**config.mk**
```make
export PLATFORM = sky130hd
export DESIGN_NAME = phy_test_diag_reset_regs
export DESIGN_NICKNAME = d
export VERILOG_FILES = /design/src/hdl/phy_diag_pkg.sv /design/src/hdl/phy_test_diag_reset_regs.sv
export SDC_FILE = /design/constraint.sdc
export NUM_CORES = 1
export LEC_CHECK = 0
export BUFFER_PORTS_ARGS = -buffer_cell sky130_fd_sc_hd__buf_2
export CORE_AREA = 2 2 77 108
export CTS_BUF_LIST = sky130_fd_sc_hd__clkbuf_4 sky130_fd_sc_hd__clkbuf_8
export CTS_CLUSTER_DIAMETER = 30
export DETAILED_ROUTE_END_ITERATION = 7
export DIE_AREA = 0 0 79 110
export GPL_ROUTABILITY_DRIVEN = 0
export PLACE_DENSITY = 0.81
export RECOVER_POWER = 50
export SLEW_MARGIN = 20
export SYNTH_ARGS = -nofsm -noshare
export SYNTH_HDL_FRONTEND = slang
export SYNTH_SLANG_ARGS = --single-unit
```
**constraint.sdc**
```tcl
create_clock -name sys_clk -period 2.3 [get_ports sys_clk]
set_input_delay 0.23 -clock sys_clk [delete_from_list [all_inputs] [get_ports sys_clk]]
set_output_delay 0.23 -clock sys_clk [all_outputs]
set_load 0.02 [all_outputs]
```
**src/hdl/phy_diag_pkg.sv**
```systemverilog
// Constants, field positions and carrier types of the test, diagnostic
// and reset register group of a 10/100 transceiver.
// Assumes a 5-bit management register address and 16-bit register data.
package phy_diag_pkg;

    // Bus geometry
    localparam int ADDR_W = 5;
    localparam int DATA_W = 16;

    // Register offsets
    localparam logic [4:0] OFF_TENBASE = 5'h1a;
    localparam logic [4:0] OFF_SELFTEST_GAP = 5'h1b;
    localparam logic [4:0] OFF_SELFTEST_LEN = 5'h1c;
    localparam logic [4:0] OFF_CABLE = 5'h1e;
    localparam logic [4:0] OFF_RESET = 5'h1f;
    localparam logic [4:0] OFF_IRQ_STATUS = 5'h14;
    localparam logic [4:0] OFF_IRQ_MASK = 5'h15;
    localparam logic [4:0] OFF_DIAG_CFG = 5'h17;

    // Field positions
    localparam int TB_LOWTH_BIT = 13;
    localparam int TB_SQ_LSB = 9;
    localparam int TB_RSV_BIT = 8;
    localparam int TB_NLP_BIT = 7;
    localparam int TB_POL_BIT = 4;
    localparam int TB_JAB_BIT = 0;
    localparam int SG_CAPTURE_BIT = 15;
    localparam int CD_START_BIT = 15;
    localparam int RC_SWRST_BIT = 15;
    localparam int RC_DIGRST_BIT = 14;
    localparam int CFG_WRAP_BIT = 0;

    // Reset values and fixed read values
    localparam logic [7:0] IPG_RST = 8'h7d;
    localparam logic [10:0] PKTLEN_RST = 11'h5ee;
    localparam logic [3:0] SQUELCH_RST = 4'h0;
    localparam logic DONE_RST = 1'b1;
    localparam logic [12:0] CD_RSV_VAL = 13'h0040;
    localparam logic [7:0] CNT_MAX = 8'hff;

    // Interrupt status and mask layout
    localparam int IRQ_W = 4;
    localparam int IRQ_POL = 0;
    localparam int IRQ_CDDONE = 1;
    localparam int IRQ_CDFAIL = 2;
    localparam int IRQ_CNTMAX = 3;

    // Settings that steer the 10BASE-Te receiver and transmitter
    typedef struct packed {
        logic lowThresh;
        logic [3:0] squelch;
        logic nlpDisable;
        logic jabberDisable;
    } tenbase_cfg_s;

    // Settings of the self-test packet generator
    typedef struct packed {
        logic [7:0] ipgLength;
        logic [10:0] pktLength;
    } selftest_cfg_s;

endpackage

```
**src/hdl/phy_test_diag_reset_regs.sv**
```systemverilog
// Test, diagnostic and reset management registers of a 10/100 PHY.
// Assumes all event and status inputs come from logic on sys_clk and
// that the bus master keeps read and write strobes one cycle long.
//
// Operation
// - Lower threshold bit selects reduced receiver threshold
// - Four-bit squelch code sets on-threshold level
// - Link-pulse disable bit stops normal link pulses
// - Polarity bit reports inverted receive polarity
// - Reading status/control clears both polarity copies
// - Jabber disable bit turns jabber protection off
// - Eight-bit counter of errored self-test bytes
// - Writing capture bit locks count, clears counter
// - Counter saturates at maximum in mode zero
// - Eight-bit gap between generated packets, resets 0x7D
// - Eleven-bit generated packet length, resets 0x5EE
// - Start bit begins cable measurement, zero disables
// - Start bit clears when done is raised
// - Done bit shows completion, resets to one
// - Fail bit shows failed cable measurement
// - Software reset bit resets all but read data, self-clears
// - Digital restart resets logic, keeps registers
//
// Decided for this implementation: the strobed register port.
`timescale 1ns/1ps

module phy_test_diag_reset_regs (
    input wire logic sys_clk, // System clock, 200 MHz
    input wire logic arst_n, // Async reset, low active
    input wire logic clkEn, // Freezes all state when low
    input wire logic [phy_diag_pkg::ADDR_W-1:0] regAddr, // Register addr
    input wire logic [phy_diag_pkg::DATA_W-1:0] regWrData, // Write data
    input wire logic regWr, // Write strobe
    input wire logic regRd, // Read strobe
    output logic [phy_diag_pkg::DATA_W-1:0] regRdData, // Read data
    input wire logic polInverted, // Inverted polarity seen
    output logic polStatusMirror, // Copy for the PHY status reg
    input wire logic prbsErrByte, // One errored byte this cycle
    input wire logic cableDoneEvt, // Measurement finished pulse
    input wire logic cableFailed, // Result qualifier of done
    output logic cableStart, // Measurement running request
    output phy_diag_pkg::tenbase_cfg_s tenbaseCfg, // 10BASE-Te settings
    output phy_diag_pkg::selftest_cfg_s selftestCfg, // Generator setup
    output logic swResetOut, // Whole-PHY reset pulse
    output logic digRestartOut, // Digital restart pulse
    output logic irq // Level interrupt
);
    import phy_diag_pkg::*;

    // Address match, shared by write and read decode
    function automatic logic hit(
        input logic [ADDR_W-1:0] addr,
        input logic [ADDR_W-1:0] off
    );
        hit = (addr == off);
    endfunction

    // State
    tenbase_cfg_s tbCfg_reg;
    tenbase_cfg_s tbCfg_next;
    logic tbRsv_reg;
    logic tbRsv_next;
    logic pol_reg;
    logic pol_next;
    logic [7:0] errCnt_reg;
    logic [7:0] errCnt_next;
    logic [7:0] locked_reg;
    logic [7:0] locked_next;
    selftest_cfg_s stCfg_reg;
    selftest_cfg_s stCfg_next;
    logic start_reg;
    logic start_next;
    logic done_reg;
    logic done_next;
    logic fail_reg;
    logic fail_next;
    logic [13:0] rcRsv_reg;
    logic [13:0] rcRsv_next;
    logic swRst_reg;
    logic swRst_next;
    logic digRst_reg;
    logic digRst_next;
    logic wrap_reg;
    logic wrap_next;
    logic [IRQ_W-1:0] status_reg;
    logic [IRQ_W-1:0] status_next;
    logic [IRQ_W-1:0] mask_reg;
    logic [IRQ_W-1:0] mask_next;
    logic irq_reg;
    logic irq_next;
    logic [DATA_W-1:0] rdData_reg;
    logic [DATA_W-1:0] rdData_next;

    // Decode
    logic softClr;
    logic wrTenbase;
    logic wrGap;
    logic wrLen;
    logic wrCable;
    logic wrReset;
    logic wrIrqStat;
    logic wrIrqMask;
    logic wrCfg;
    logic rdTenbase;
    logic captureReq;
    logic startWr;
    logic doneAccept;
    logic cntSat;
    logic cntHitMax;
    logic [7:0] cntInc;
    logic [IRQ_W-1:0] evt;
    logic [DATA_W-1:0] valTenbase;
    logic [DATA_W-1:0] valGap;
    logic [DATA_W-1:0] valLen;
    logic [DATA_W-1:0] valCable;
    logic [DATA_W-1:0] valReset;
    logic [DATA_W-1:0] valIrqStat;
    logic [DATA_W-1:0] valIrqMask;
    logic [DATA_W-1:0] valCfg;
    logic [DATA_W-1:0] rdSel;

    // A software reset takes effect one cycle after its write, so every
    // register except rdData_reg, which still loads a read strobed in that cycle, returns to its reset value exactly as under the pin
    assign softClr = swRst_reg;

    // Write decode; strobes are one cycle so each write acts once
    assign wrTenbase = regWr & hit(regAddr, OFF_TENBASE);
    assign wrGap = regWr & hit(regAddr, OFF_SELFTEST_GAP);
    assign wrLen = regWr & hit(regAddr, OFF_SELFTEST_LEN);
    assign wrCable = regWr & hit(regAddr, OFF_CABLE);
    assign wrReset = regWr & hit(regAddr, OFF_RESET);
    assign wrIrqStat = regWr & hit(regAddr, OFF_IRQ_STATUS);
    assign wrIrqMask = regWr & hit(regAddr, OFF_IRQ_MASK);
    assign wrCfg = regWr & hit(regAddr, OFF_DIAG_CFG);
    assign rdTenbase = regRd & hit(regAddr, OFF_TENBASE);

    // 10BASE-Te settings; each field drives the receiver or transmitter
    assign tbCfg_next.lowThresh = softClr ? 1'b0 :
        wrTenbase ? regWrData[TB_LOWTH_BIT] :
        tbCfg_reg.lowThresh;
    assign tbCfg_next.squelch = softClr ? SQUELCH_RST :
        wrTenbase ? regWrData[TB_SQ_LSB +: 4] :
        tbCfg_reg.squelch;
    assign tbCfg_next.nlpDisable = softClr ? 1'b0 :
        wrTenbase ? regWrData[TB_NLP_BIT] :
        tbCfg_reg.nlpDisable;
    // Only the 10BASE-Te path looks at the jabber disable
    assign tbCfg_next.jabberDisable = softClr ? 1'b0 :
        wrTenbase ? regWrData[TB_JAB_BIT] :
        tbCfg_reg.jabberDisable;
    assign tbRsv_next = softClr ? 1'b0 :
        wrTenbase ? regWrData[TB_RSV_BIT] : tbRsv_reg;

    // Polarity flag: a detection in the clearing read cycle wins, so an
    // inversion seen during the read is still reported afterwards
    assign pol_next = softClr ? 1'b0 :
        polInverted ? 1'b1 :
        rdTenbase ? 1'b0 : pol_reg;

    // Error counter, saturating unless wrap mode is selected
    assign captureReq = wrGap & regWrData[SG_CAPTURE_BIT];
    assign cntSat = (errCnt_reg == CNT_MAX);
    assign cntInc = (wrap_reg | ~cntSat) ?
        8'(errCnt_reg + 8'h01) : errCnt_reg;
    assign cntHitMax = prbsErrByte & ~captureReq &
        (errCnt_reg == 8'(CNT_MAX - 8'h01));
    // An error byte arriving with the capture counts in the fresh run
    assign errCnt_next = softClr ? 8'h00 :
        captureReq ? {7'h00, prbsErrByte} :
        prbsErrByte ? cntInc : errCnt_reg;
    // Reads show the value locked at the last capture
    assign locked_next = softClr ? 8'h00 :
        captureReq ? errCnt_reg : locked_reg;

    // Generator setup
    assign stCfg_next.ipgLength = softClr ? IPG_RST :
        wrGap ? regWrData[7:0] : stCfg_reg.ipgLength;
    assign stCfg_next.pktLength = softClr ? PKTLEN_RST :
        wrLen ? regWrData[10:0] : stCfg_reg.pktLength;

    // Cable diagnostics; a fresh start written in the same cycle as a
    // done pulse wins, since that pulse belongs to the finished run
    assign startWr = wrCable & regWrData[CD_START_BIT];
    assign doneAccept = cableDoneEvt & start_reg & ~startWr;
    assign start_next = softClr ? 1'b0 :
        wrCable ? regWrData[CD_START_BIT] :
        doneAccept ? 1'b0 : start_reg;
    assign done_next = softClr ? DONE_RST :
        startWr ? 1'b0 :
        doneAccept ? 1'b1 : done_reg;
    assign fail_next = softClr ? 1'b0 :
        startWr ? 1'b0 :
        doneAccept ? cableFailed : fail_reg;

    // Reset control; the action bits exist only as one-cycle pulses
    assign rcRsv_next = softClr ? 14'h0000 :
        wrReset ? regWrData[13:0] : rcRsv_reg;
    assign swRst_next = ~softClr & wrReset &
        regWrData[RC_SWRST_BIT];
    // Digital restart leaves every register here untouched
    assign digRst_next = ~softClr & wrReset &
        regWrData[RC_DIGRST_BIT];

    // Counter mode selection
    assign wrap_next = softClr ? 1'b0 :
        wrCfg ? regWrData[CFG_WRAP_BIT] : wrap_reg;

    // Interrupt events
    assign evt[IRQ_POL] = polInverted & ~pol_reg;
    assign evt[IRQ_CDDONE] = doneAccept;
    assign evt[IRQ_CDFAIL] = doneAccept & cableFailed;
    assign evt[IRQ_CNTMAX] = cntHitMax & ~wrap_reg;

    // Sticky status, write one to clear; a new event beats the clear
    genvar gi;
    generate
        for (gi = 0; gi < IRQ_W; gi = gi + 1) begin : gStat
            assign status_next[gi] = ~softClr & (evt[gi] |
                (status_reg[gi] & ~(wrIrqStat & regWrData[gi])));
        end
    endgenerate
    assign mask_next = softClr ? {IRQ_W{1'b0}} :
        wrIrqMask ? regWrData[IRQ_W-1:0] : mask_reg;
    // Registered from next values so the pin tracks status with no lag
    assign irq_next = |(status_next & mask_next);

    // Read values; unused bits read as their fixed contents, reserved tbRsv_reg and rcRsv_reg read back as written
    assign valTenbase = {2'b00, tbCfg_reg.lowThresh,
        tbCfg_reg.squelch, tbRsv_reg, tbCfg_reg.nlpDisable,
        2'b00, pol_reg, 3'b000, tbCfg_reg.jabberDisable};
    // The capture bit position reads bit 7 of the count locked at the last capture
    assign valGap = {locked_reg, stCfg_reg.ipgLength};
    assign valLen = {5'h00, stCfg_reg.pktLength};
    assign valCable = {start_reg, CD_RSV_VAL, done_reg, fail_reg};
    assign valReset = {2'b00, rcRsv_reg};
    assign valIrqStat = {{(DATA_W-IRQ_W){1'b0}}, status_reg};
    assign valIrqMask = {{(DATA_W-IRQ_W){1'b0}}, mask_reg};
    assign valCfg = {15'h0000, wrap_reg};

    // Read selection; unmapped addresses read zero
    assign rdSel = hit(regAddr, OFF_TENBASE) ? valTenbase :
        hit(regAddr, OFF_SELFTEST_GAP) ? valGap :
        hit(regAddr, OFF_SELFTEST_LEN) ? valLen :
        hit(regAddr, OFF_CABLE) ? valCable :
        hit(regAddr, OFF_RESET) ? valReset :
        hit(regAddr, OFF_IRQ_STATUS) ? valIrqStat :
        hit(regAddr, OFF_IRQ_MASK) ? valIrqMask :
        hit(regAddr, OFF_DIAG_CFG) ? valCfg :
        16'h0000;
    // Data stand for the single cycle after the strobe only
    assign rdData_next = regRd ? rdSel : 16'h0000;

    // 10BASE-Te and polarity state
    always_ff @(posedge sys_clk or negedge arst_n) begin
        if (!arst_n) begin
            tbCfg_reg <= '0;
            tbRsv_reg <= 1'b0;
            pol_reg <= 1'b0;
        end else if (clkEn) begin
            tbCfg_reg <= tbCfg_next;
            tbRsv_reg <= tbRsv_next;
            pol_reg <= pol_next;
        end
    end

    // Self-test counter and generator setup
    always_ff @(posedge sys_clk or negedge arst_n) begin
        if (!arst_n) begin
            errCnt_reg <= 8'h00;
            locked_reg <= 8'h00;
            stCfg_reg <= {IPG_RST, PKTLEN_RST};
            wrap_reg <= 1'b0;
        end else if (clkEn) begin
            errCnt_reg <= errCnt_next;
            locked_reg <= locked_next;
            stCfg_reg <= stCfg_next;
            wrap_reg <= wrap_next;
        end
    end

    // Cable diagnostic state
    always_ff @(posedge sys_clk or negedge arst_n) begin
        if (!arst_n) begin
            start_reg <= 1'b0;
            done_reg <= DONE_RST;
            fail_reg <= 1'b0;
        end else if (clkEn) begin
            start_reg <= start_next;
            done_reg <= done_next;
            fail_reg <= fail_next;
        end
    end

    // Reset control state
    always_ff @(posedge sys_clk or negedge arst_n) begin
        if (!arst_n) begin
            rcRsv_reg <= 14'h0000;
            swRst_reg <= 1'b0;
            digRst_reg <= 1'b0;
        end else if (clkEn) begin
            rcRsv_reg <= rcRsv_next;
            swRst_reg <= swRst_next;
            digRst_reg <= digRst_next;
        end
    end

    // Interrupt state
    always_ff @(posedge sys_clk or negedge arst_n) begin
        if (!arst_n) begin
            status_reg <= {IRQ_W{1'b0}};
            mask_reg <= {IRQ_W{1'b0}};
            irq_reg <= 1'b0;
        end else if (clkEn) begin
            status_reg <= status_next;
            mask_reg <= mask_next;
            irq_reg <= irq_next;
        end
    end

    // Read data register
    always_ff @(posedge sys_clk or negedge arst_n) begin
        if (!arst_n) begin
            rdData_reg <= 16'h0000;
        end else if (clkEn) begin
            rdData_reg <= rdData_next;
        end
    end

    // Outputs, each straight from a flip-flop
    assign regRdData = rdData_reg;
    assign polStatusMirror = pol_reg;
    assign cableStart = start_reg;
    assign tenbaseCfg = tbCfg_reg;
    assign selftestCfg = stCfg_reg;
    assign swResetOut = swRst_reg;
    assign digRestartOut = digRst_reg;
    assign irq = irq_reg;

endmodule

```
After elaboration in Yosys (flattened, before gate mapping)
Index checks and enable logic that the tools add are counted.
Word-level totals
  flip-flop bits (word level): 89
  input bits: 30
  output and inout bits: 47
Operators by class
  add/sub/neg operators: 1
  equality and inequality tests: 10
  muxes and demuxes: 47
  bitwise gates (word level): 49
  reduce and logical (&&, ||, !) cells: 22
Operators by type and width (number)
  2-to-1 mux 16 bit: 5
  2-to-1 mux 8 bit: 8
  2-to-1 mux 14 bit: 3
  equality test 5 bit, second input constant: 8
  AND 1 bit: 33
  2-to-1 mux 4 bit: 6
  2-to-1 mux 1 bit: 23
  2-to-1 mux 11 bit: 2
  AND reduction 2 bit: 9
  equality test 8 bit, second input constant: 2
  nonzero test 3 bit: 5
  nonzero test 2 bit: 6
  NOT 1 bit: 10
  adder 8 x 1 -> 8 bit, second input constant: 1
  bitwise OR 1 bit: 5
  AND 4 bit: 1
  OR reduction 4 bit: 1
  AND reduction 3 bit: 1

Logic depth before layout (Yosys ltp)
Gate-level depths: netlist of the first run.
  depth after elaboration: 11
  depth in mapped cells: 7
  depth with buffers taken out: 7

Worst setup path before layout of the first run
OpenSTA, ideal clock, no wires.
  path type: flip-flop to flip-flop
  from: register errCnt_reg[0]
  to: register errCnt_reg[6]
  library setup time: 82 ps
  arrival time: 1642 ps
  required time: 2218 ps
  path slack: 576 ps
  cell stages (with the launch flop): 7
  cells stage by stage: dfrtp_1 -> ha_1 -> nand3_1 -> o311ai_4 -> nor2_1 -> a31o_2 -> a31oi_1
On the way
  longest elaborated chain between the ends: 5
  elaborated cells between the ends (all ways): 10
  classes of those cells: 1 x add/sub; 1 x eq/ne; 4 x mux; 2 x bitwise; 2 x reduce/logical
RTL lines
  start, declared: RTL line phy_test_diag_reset_regs.sv:65  | logic [7:0] errCnt_reg;
  start signal, assigned: RTL line phy_test_diag_reset_regs.sv:274  | errCnt_reg <= errCnt_next;
  adder 8 x 1 -> 8 bit / equality test 8 bit (equally long branches): RTL line phy_test_diag_reset_regs.sv:164, phy_test_diag_reset_regs.sv:162
  2-to-1 mux 8 bit / NOT 1 bit (equally long branches): RTL line phy_test_diag_reset_regs.sv:163  | assign cntInc = (wrap_reg | ~cntSat) ?
  2-to-1 mux 8 bit / bitwise OR 1 bit (equally long branches): RTL line phy_test_diag_reset_regs.sv:170, phy_test_diag_reset_regs.sv:163
  2-to-1 mux 8 bit / nonzero test 3 bit (equally long branches)
  2-to-1 mux 8 bit / AND reduction 3 bit (equally long branches)
Parallel ways exist; a longest one is shown, timed or not. The select of a mux whose other input is x is not followed.
A chain may end at the register's enable or synchronous reset.

Worst setup path after layout of the first run
Ends and elaborated chain as after synthesis.

==> results.py, run 1 <==
metrics = {
    "outcome": {
        "status": "finished, final reports clean",
    },
    "grt": {
        "grt_max_degree": 45,
        "grt_pass1_vias": 3895,
        "use_met2_pct": 49.2,
        "track_usage_pct": 29.4,
        "use_met1_pct": 37.9,
        "busiest_layer": "met2",
        "grt_use_met3_pct": 5.70,
        "antenna_found_initial": 0,
        "grt-ovfl-total": 0,
        "grt_pass1_wl_microns": 19500,
    },
    "synthesis": {
        "synth_edf_count": 0,
        "ys_async_sr_fraction_pct": 100,
        "synth_area_sq_um": 4380,
        "synth_top_area_share_pct": 42.3,
        "synth_fp_nets": 462,
        "yosys_register_bits": 89,
        "syn_area_per_cell_sq_um": 10.2,
        "synth-main-ff-cell": "dfrtp_1",
        "yosys.area.top_type": "dfrtp_1",
        "post_synth_num_cell_types": 60,
        "yosys_warnings": 0,
        "yosys-top-cells-area": "dfrtp_1, dfstp_2, a22o_1, a21oi_1, nand2_1",
        "synthCells": 430,
        "yosysSeqAreaShare_pct": 51.3,
    },
    "clock_tree": {
        "post_cts_buffers": 0,
        "cts-resized-gates": 0,
        "cts_sinks": 89,
        "clkLatencyLatePin_ns": 0.37,
        "htreeDepth": 3,
        "ctsHoldBuffers": 1,
        "cts_tree": "built",
        "cts_buffer_depth": 2,
        "root_buffer": "clkbuf_8",
        "cts-buffers-inserted": 9,
        "path_clk_slew_ns": 0.10,
    },
    "worst_setup_path": {
        "worstPathArrival_ns": 2.22,
        "slowest_delay_ns": 0.46,
        "end_kind": "flip-flop",
        "crit_chain": "ha_1 -> nand3_1 -> o311ai_4 -> nor2_1 -> a31o_2 -> a31oi_1",
        "cp.required_ns": 2.58,
        "path_buf_inv": 0,
        "cp_slowest_cell": "o311ai_4",
        "cp-start-kind": "flip-flop",
        "path_delay_family": "compound AO/OA/AOI/OAI gates",
        "crit_type": "flip-flop to flip-flop",
        "worstPathMaxFanout": 8,
    },
    "detailed_routing": {
        "routed_wl_microns": 12300,
        "ant_nets": 0,
        "firstDrtPassIters": 5,
        "via_per_inst": 6.45,
        "vias": 3958,
        "drtIter0Drc": 331,
        "drc": 0,
        "wl_per_cell_microns": 20.1,
    },
    "timing": {
        "fin_crit_sh_pct": 84.1,
        "fmax_ghz": 0.517,
        "maxSlewHeadroom_pct": 25.0,
        "worstMarginPinSlew_ns": 1.13,
        "setup_violations": 0,
        "fin_skew_ns": 0.0128,
        "worst_hold_slack_ns": 0.0942,
        "period_needed_ns": 1.94,
        "tns_ns": 0,
        "slew_violations": 0,
        "grt_setup_unrepaired": "no",
        "hold_violations": 0,
        "setup_slack_ns": 0.365,
    },
    "min_path": {
        "hold_path.class": "input port to flip-flop",
    },
    "power_and_ir_drop": {
        "p_per_area_nw_per_um2": 776,
        "power.leakage_nw": 2.31,
        "vdd_ir_drop_max_mv": 0.435,
    },
    "floorplan": {
        "die_y_microns": 110,
        "initial_core_util_pct": 56.8,
        "dieArea_sq_um": 8690,
        "rows": 38,
        "ios": 77,
        "core_sq_um": 7700,
        "die_w_microns": 79,
    },
    "place": {
        "dp.cells": 597,
        "pre_cts_ws_ns": 0.360,
        "dp.final_hpwl_microns": 8820,
        "port_buffers": 76,
    },
    "run": {
        "maxCapViolCount": 0,
    },
    "cells_and_area": {
        "largest_register_ffs": 19,
        "antennaDiodeCount": 0,
        "area_delta_synth_final_pct": 16.1,
        "drive_gt1_share_pct": 22.0,
        "fin_cells": 614,
        "post-route-util_pct": 66.0,
        "nets": 541,
    },
}
==> report_power, final <==
part | total, mW | switching, mW | internal, mW
Sequential | 2.00 | 0.202 | 1.80
Combinational | 0.733 | 0.437 | 0.296
Clock | 1.21 | 0.571 | 0.637
==> layout make-up <==
| type | count | area (sq um) |
|---|---|---|
| Timing Repair Buffer | 91 | 463 |
| Sequential cell | 89 | 2250 |
| Clock inverter | 5 | 81.3 |
| Inverter | 24 | 90.1 |
| Fill cell | 624 | 2620 |
| Tap cell | 100 | 125 |
| Multi-Input combinational cell | 294 | 1940 |
| Clock buffer | 11 | 139 |
==> cell families (layout without fill, tap and decap cells) <==
logic type / after synthesis / count (layout) / share of synthesized area, %
AO/OA/AOI/OAI: 163 / 163 / 27.2
XOR/XNOR: 3 / 3 / 0.600
adder cells (fa/ha/maj): 2 / 2 / 0.572
buffers and inverters: 47 / 131 / 4.32
flip-flops: 89 / 89 / 51.3
multiplexers: 14 / 14 / 3.32
AND/OR/NAND/NOR: 112 / 112 / 12.7
==> worst paths after layout <==
kind | from | end | slack (ns) | cells past startpoint
max in group asynchronous | arst_n | selftestCfg[18] | 0.43 | 3
max | errCnt_reg[0] | errCnt_reg[6] | 0.36 | 6
min reg2reg | regRdData[8] | regRdData[8] | 0.49 | 1
min in group asynchronous | arst_n | locked_reg[7] | 0.62 | 2
min | regWrData[10] | selftestCfg[10] | 0.09 | 2
max reg2reg | errCnt_reg[0] | errCnt_reg[6] | 0.36 | 6
==> stage by stage <==
step                total power [mW]  cell area, sq um
finish                          3.94              5080
global route                    4.12              5080
CTS                             3.95              5130
detailed placement              2.76              4900
global placement                2.72              4900
floorplan                       2.46              4380
==> cells in the mapped netlist (2+ instances only) <==
cell type	number
a31oi_1	6
mux2_2	3
dfrtp_1	74
o2bb2ai_1	15
nand4_1	2
o22ai_1	9
a22o_1	26
a2bb2oi_1	4
a221o_1	4
ha_1	2
a21o_1	6
buf_2	9
xnor2_1	3
a32oi_1	2
inv_1	23
a22oi_1	13
and3_1	6
nor4_1	3
mux2i_1	10
nor2_2	2
o21ai_0	23
nand3_1	9
clkbuf_1	11
nand2_1	41
dfstp_2	15
nor3_1	6
a21oi_1	31
o22a_1	10
nand2b_1	3
buf_1	2
nor2_1	23
nor2b_1	6
==> per-layer routing <==
metal | vias up | part of all wire [%]
met4 | 0 | 2.7
li1 | 1761 | -
met1 | 1949 | 40
met3 | 33 | 7.0
met5 | - | 0
met2 | 215 | 50
==> worst register-to-register path: cells and delay by family (launching register included) <==
| kind | cells | cell delay (ns) |
|---|---|---|
| adders and majority gates | 1 | 0.20 |
| and+or+nand+nor | 2 | 0.32 |
| AOI/OAI and AO/OA | 3 | 0.88 |
| DFF | 1 | 0.45 |
==> cell usage in the layout (no fill, tap or decap), drive strengths merged, types with 2 or more instances in the layout <==
cell,count
dfrtp,74
buf,68
nand2,41
clkbuf,33
a21oi,32
a22o,26
nor2,26
inv,23
o21ai,23
o2bb2ai,15
dfstp,15
a22oi,13
o22a,10
mux2i,10
nand3,9
o22ai,9
nor3,7
and3,6
nor2b,6
a21o,6
a31oi,6
a2bb2oi,4
a221o,4
mux2,4
nand2b,3
nand4,3
nor4,3
xnor2,3
clkinv,3
a32oi,2
ha,2
bufinv,2
No activity file was read; power rests on OpenSTA's default activity.
==> run 2: changes to the inputs <==
==> constraint.sdc (replaced) <==
create_clock -name sys_clk -period 1.8 [get_ports sys_clk]
set_input_delay 0.18 -clock sys_clk [delete_from_list [all_inputs] [get_ports sys_clk]]
set_output_delay 0.18 -clock sys_clk [all_outputs]
set_load 0.02 [all_outputs]
==> run 2 against run 1 <==
Wire length shrank 3.2%. Core utilization is 1.5 points higher. Largest power group unchanged. Highest routed layer unchanged. Count of clock-buffer cells in the layout increased by 3. Clock skew decreased by 0.0064 ns.
==> results.py, run 2 (synthesized netlist as in run 1, its figures left out) <==
metrics = {
    "outcome": {
        "status": "finished, final reports clean",
    },
    "cells_and_area": {
        "post-route-util_pct": 67.5,
        "area_delta_synth_final_pct": 18.7,
        "antennaDiodeCount": 0,
        "nets": 555,
        "drive_gt1_share_pct": 24.6,
        "fin_cells": 628,
        "final_common_cell": "dfrtp_1",
        "layout_common_cells": "dfrtp_1, buf_2, nand2_1, a21oi_1, a22o_1",
        "largest_register_ffs": 19,
    },
    "clock_tree": {
        "clkLatencyLatePin_ns": 0.37,
        "cts_buffer_depth": 2,
        "cts_sinks": 89,
        "cts_tree": "built",
        "path_clk_slew_ns": 0.08,
        "cts-buffers-inserted": 9,
        "htreeDepth": 3,
        "root_buffer": "clkbuf_8",
        "post_cts_buffers": 0,
    },
    "power_and_ir_drop": {
        "p_sw_share_pct": 30.9,
        "seqPwrFrac_pct": 52.0,
        "p_comb_share_pct": 20.5,
        "power.leakage_nw": 2.39,
        "vdd_ir_drop_max_mv": 0.500,
        "p_sw_mw": 1.50,
        "p_int_mw": 3.36,
        "p_per_area_nw_per_um2": 935,
        "clkPwrFrac_pct": 27.5,
    },
    "timing": {
        "setup_violations": 0,
        "fin_skew_ns": 0.00638,
        "maxSlewHeadroom_pct": 53.4,
        "hold_violations": 0,
        "grt_setup_unrepaired": "yes",
        "slew_violations": 0,
        "setup_slack_ns": 0.0793,
        "period_needed_ns": 1.72,
        "fin_crit_sh_pct": 95.6,
        "worst_hold_slack_ns": 0.0343,
        "fmax_ghz": 0.581,
        "worstMarginPinSlew_ns": 0.698,
    },
    "worst_setup_path": {
        "worstPathMaxFanout": 2,
        "end_kind": "flip-flop",
        "cp-start-kind": "flip-flop",
        "crit_chain": "mux2_1 -> a22o_1 -> a221o_1 -> a211o_1 -> a41o_1",
        "crit_type": "flip-flop to flip-flop",
        "cp_slowest_cell": "dfrtp_1",
        "slowest_delay_ns": 0.39,
        "worstPathArrival_ns": 1.98,
        "cp.required_ns": 2.06,
    },
    "place": {
        "pre_cts_ws_ns": 0.104,
        "dp.cells": 611,
        "dp.final_hpwl_microns": 8670,
        "port_buffers": 76,
    },
    "grt": {
        "antenna_found_initial": 0,
        "track_usage_pct": 29.0,
        "grt_use_met3_pct": 5.13,
        "use_met1_pct": 35.9,
        "grt-ovfl-total": 0,
        "grt_max_degree": 43,
        "busiest_layer": "met2",
        "grt_pass1_wl_microns": 19200,
        "use_met2_pct": 49.1,
        "grt_pass1_vias": 3974,
    },
    "detailed_routing": {
        "vias": 3951,
        "firstDrtPassIters": 5,
        "routed_wl_microns": 11900,
        "ant_nets": 0,
        "drtIter0Drc": 378,
        "via_per_inst": 6.29,
        "drc": 0,
        "wl_per_cell_microns": 19.0,
    },
    "min_path": {
        "hold_path.class": "input port to flip-flop",
    },
    "floorplan": {
        "rows": 38,
        "core_sq_um": 7700,
        "dieArea_sq_um": 8690,
        "ios": 77,
        "die_w_microns": 79,
        "initial_core_util_pct": 56.8,
        "die_y_microns": 110,
    },
    "run": {
        "maxCapViolCount": 0,
    },
}
[run 2: final timing paths]
kind / start / end / slack, ns / depth (start not counted)
max in group asynchronous: arst_n / errCnt_reg[5] / 0.32 / 3
max reg2reg: wrap_reg / regRdData[0] / 0.08 / 5
max: wrap_reg / regRdData[0] / 0.08 / 5
min in group asynchronous: arst_n / cableStart / 0.38 / 2
min: regWrData[14] / digRestartOut / 0.03 / 2
min reg2reg: regRdData[7] / regRdData[7] / 0.48 / 1
[run 2: repair_timing]
item | in CTS | in global routing
hold buffers | 1 | 0
hold endpoints to repair | 18 | 0
gates resized for setup | 0 | 1
setup endpoints to repair | 0 | 2
[run 2: critical path, delay by kind of cell, from the launching register on]
kind	cells	cell delay [ns]
AO/OA/AOI/OAI	4	0.93
multiplexers	1	0.30
flip-flops	1	0.39
[run 2: stage by stage]
step | total power, mW | TNS, ns | cell area [sq um]
2_1_floorplan | 3.14 | 0 | 4380
3_3_place_gp | 3.52 | 0 | 5030
3_5_place_dp | 3.56 | 0 | 5030
4_1_cts | 4.90 | 0 | 5240
5_1_grt | 5.10 | -0.000224 | 5200
6_report | 4.86 | 0 | 5200
[run 2: per-layer routing]
layer | wire length (microns) | up-vias
li1 | - | 1786
met1 | 4750 | 1956
met2 | 6070 | 175
met3 | 682 | 34
met4 | 439 | 0
met5 | 0 | -
[run 2: area by class of cell]
cell class,instances,area (sq um)
multi-input combinational,294,1950
timing repair buffer,105,597
sequential,89,2250
clock inverter,2,12.5
tap,100,125
fill,640,2500
inverter,24,90.1
clock buffer,14,180
[run 2: power by group through the flow]
stage,clock network [mW],registers [mW],logic [mW]
4_1_cts,1.36,2.52,1.01
5_1_grt,1.44,2.56,1.10
3_5_place_dp,0,2.56,1.01
2_1_floorplan,0,2.66,0.480
6_report,1.34,2.53,0.998
3_3_place_gp,0,2.54,0.975
==> run 3: changes to the inputs <==
==> constraint.sdc (replaced) <==
create_clock -name sys_clk -period 1.8 [get_ports sys_clk]
set_input_delay 0.18 -clock sys_clk [delete_from_list [all_inputs] [get_ports sys_clk]]
set_output_delay 0.18 -clock sys_clk [all_outputs]
set_load 0.005 [all_outputs]
==> run 3 against run 2 <==
Non-clock buffer count unchanged. Design area grew 0.36%. Sequential power hardly changed. Core utilization is 0.24 points higher. Critical endpoint unchanged. Largest power group unchanged.
==> results.py, run 3 (synthesized netlist as in run 1, its figures left out) <==
metrics = {
    "outcome": {
        "status": "finished, final reports clean",
    },
    "worst_setup_path": {
        "cp-start-kind": "flip-flop",
        "worstPathArrival_ns": 1.99,
        "startpoint": "wrap_reg",
        "cp.required_ns": 2.06,
        "end_kind": "flip-flop",
        "crit_type": "flip-flop to flip-flop",
        "worstPathMaxFanout": 2,
        "r2r_start": "wrap_reg",
    },
    "cells_and_area": {
        "multi_input_area_sq_um": 1950,
        "drive_gt1_share_pct": 27.1,
        "fin_cells": 628,
        "finalInstanceArea_sq_um": 5220,
        "area_delta_synth_final_pct": 19.2,
        "regArea_sq_um": 2250,
        "antennaDiodeCount": 0,
        "nets": 555,
        "largest_register_ffs": 19,
        "post-route-util_pct": 67.7,
        "fill_cells": 631,
        "layout_common_cells": "dfrtp_1, buf_2, nand2_1, a21oi_1, a22o_1",
        "final_common_cell": "dfrtp_1",
    },
    "floorplan": {
        "die_y_microns": 110,
        "die_w_microns": 79,
        "ios": 77,
        "core_sq_um": 7700,
        "initial_core_util_pct": 56.8,
        "dieArea_sq_um": 8690,
        "rows": 38,
    },
    "detailed_routing": {
        "wl_met1_microns": 4640,
        "wl_met2_microns": 6110,
        "top_layer": "met4",
        "wl_per_cell_microns": 19.0,
        "routed_wl_microns": 11900,
        "route.met3.wl_microns": 722,
        "firstDrtPassIters": 5,
        "vias": 3957,
        "drtIter0Drc": 320,
        "via_per_inst": 6.30,
        "ant_nets": 0,
        "drc": 0,
    },
    "grt": {
        "track_usage_pct": 29.0,
        "antenna_found_initial": 0,
        "grt-ovfl-total": 0,
        "grt_pass1_vias": 3974,
        "grt_pass1_wl_microns": 19200,
        "grt_max_degree": 43,
    },
    "timing": {
        "fmax_ghz": 0.577,
        "fin_crit_sh_pct": 96.3,
        "worst_hold_slack_ns": 0.0377,
        "setup_violations": 0,
        "worstMarginPinSlew_ns": 0.693,
        "slew_violations": 0,
        "period_needed_ns": 1.73,
        "maxSlewHeadroom_pct": 53.8,
        "setup_slack_ns": 0.0673,
        "fin_skew_ns": 0.00678,
        "hold_violations": 0,
        "grt_setup_unrepaired": "yes",
    },
    "run": {
        "maxCapViolCount": 0,
    },
    "clock_tree": {
        "cts_tree": "built",
        "cts_buffer_depth": 2,
        "post_cts_buffers": 0,
        "clkLatencyLatePin_ns": 0.37,
        "htreeDepth": 3,
        "cts_sinks": 89,
        "path_clk_slew_ns": 0.08,
        "cts-buffers-inserted": 9,
        "root_buffer": "clkbuf_8",
    },
    "place": {
        "dp.cells": 611,
        "placed_cell_area_sq_um": 5030,
        "dp.final_hpwl_microns": 8670,
        "port_buffers": 76,
        "pre_cts_ws_ns": 0.104,
    },
    "min_path": {
        "worstHoldStart": "regWrData[14]",
        "hold_path.class": "input port to flip-flop",
    },
    "power_and_ir_drop": {
        "p_per_area_nw_per_um2": 906,
        "vdd_ir_drop_max_mv": 0.494,
        "power.leakage_nw": 2.44,
    },
}
-- run 3: changes by cell type in the layout (fill, tap and decap cells not counted), sizes merged --
cell / before / now
buf: 82 / 95
clkbuf: 36 / 23
-- run 3: repair_timing --
item / in CTS / in global routing
setup endpoints to repair: 0 / 2
gates resized for setup: 0 / 1
hold buffers: 1 / 0
hold endpoints to repair: 18 / 0
-- run 3: stage by stage --
step | setup TNS (ns) | power, mW
2_1_floorplan | 0 | 3.01
3_3_place_gp | 0 | 3.38
3_5_place_dp | 0 | 3.43
4_1_cts | 0 | 4.76
5_1_grt | -0.000224 | 4.97
6_report | 0 | 4.73
-- run 3: path summary, 6_finish.rpt --
kind | slack [ns] | endpoint | depth (start not counted)
worst max-delay path | 0.07 | regRdData[0] | 5
worst min-delay path | 0.04 | digRestartOut | 2
worst max register to register | 0.07 | regRdData[0] | 5
worst min register to register | 0.48 | regRdData[7] | 1
max in group asynchronous | 0.32 | errCnt_reg[5] | 3
min in group asynchronous | 0.38 | cableStart | 2
-- run 3: critical path, stage by stage, from the launching register on --
cell	delay [ns]
dfrtp_1	0.39
mux2_1	0.30
a22o_1	0.18
a221o_1	0.29
a211o_1	0.23
a41o_1	0.23
-- run 3: area by class of cell --
cell class	count	share of cell area, %
flip-flops and latches	89	43.0
well taps	100	2.40
repair buffers	105	11.8
inverters	24	1.73
clock inverters	2	0.240
multi-input cells	294	37.3
clock buffers	14	3.45
-- run 3: per-layer routing --
| metal | track usage [%] | up-vias |
|---|---|---|
| met5 | 0 | - |
| met4 | 14.4 | 0 |
| met3 | 5.13 | 36 |
| met2 | 49.1 | 190 |
| met1 | 35.9 | 1944 |
| li1 | - | 1787 |
-- run 3: power by group --
| part | leakage [nW] | switching (mW) | internal [mW] |
|---|---|---|---|
| clock network | 0.0995 | 0.685 | 0.645 |
| registers | 1.09 | 0.231 | 2.30 |
| logic | 1.25 | 0.452 | 0.415 |
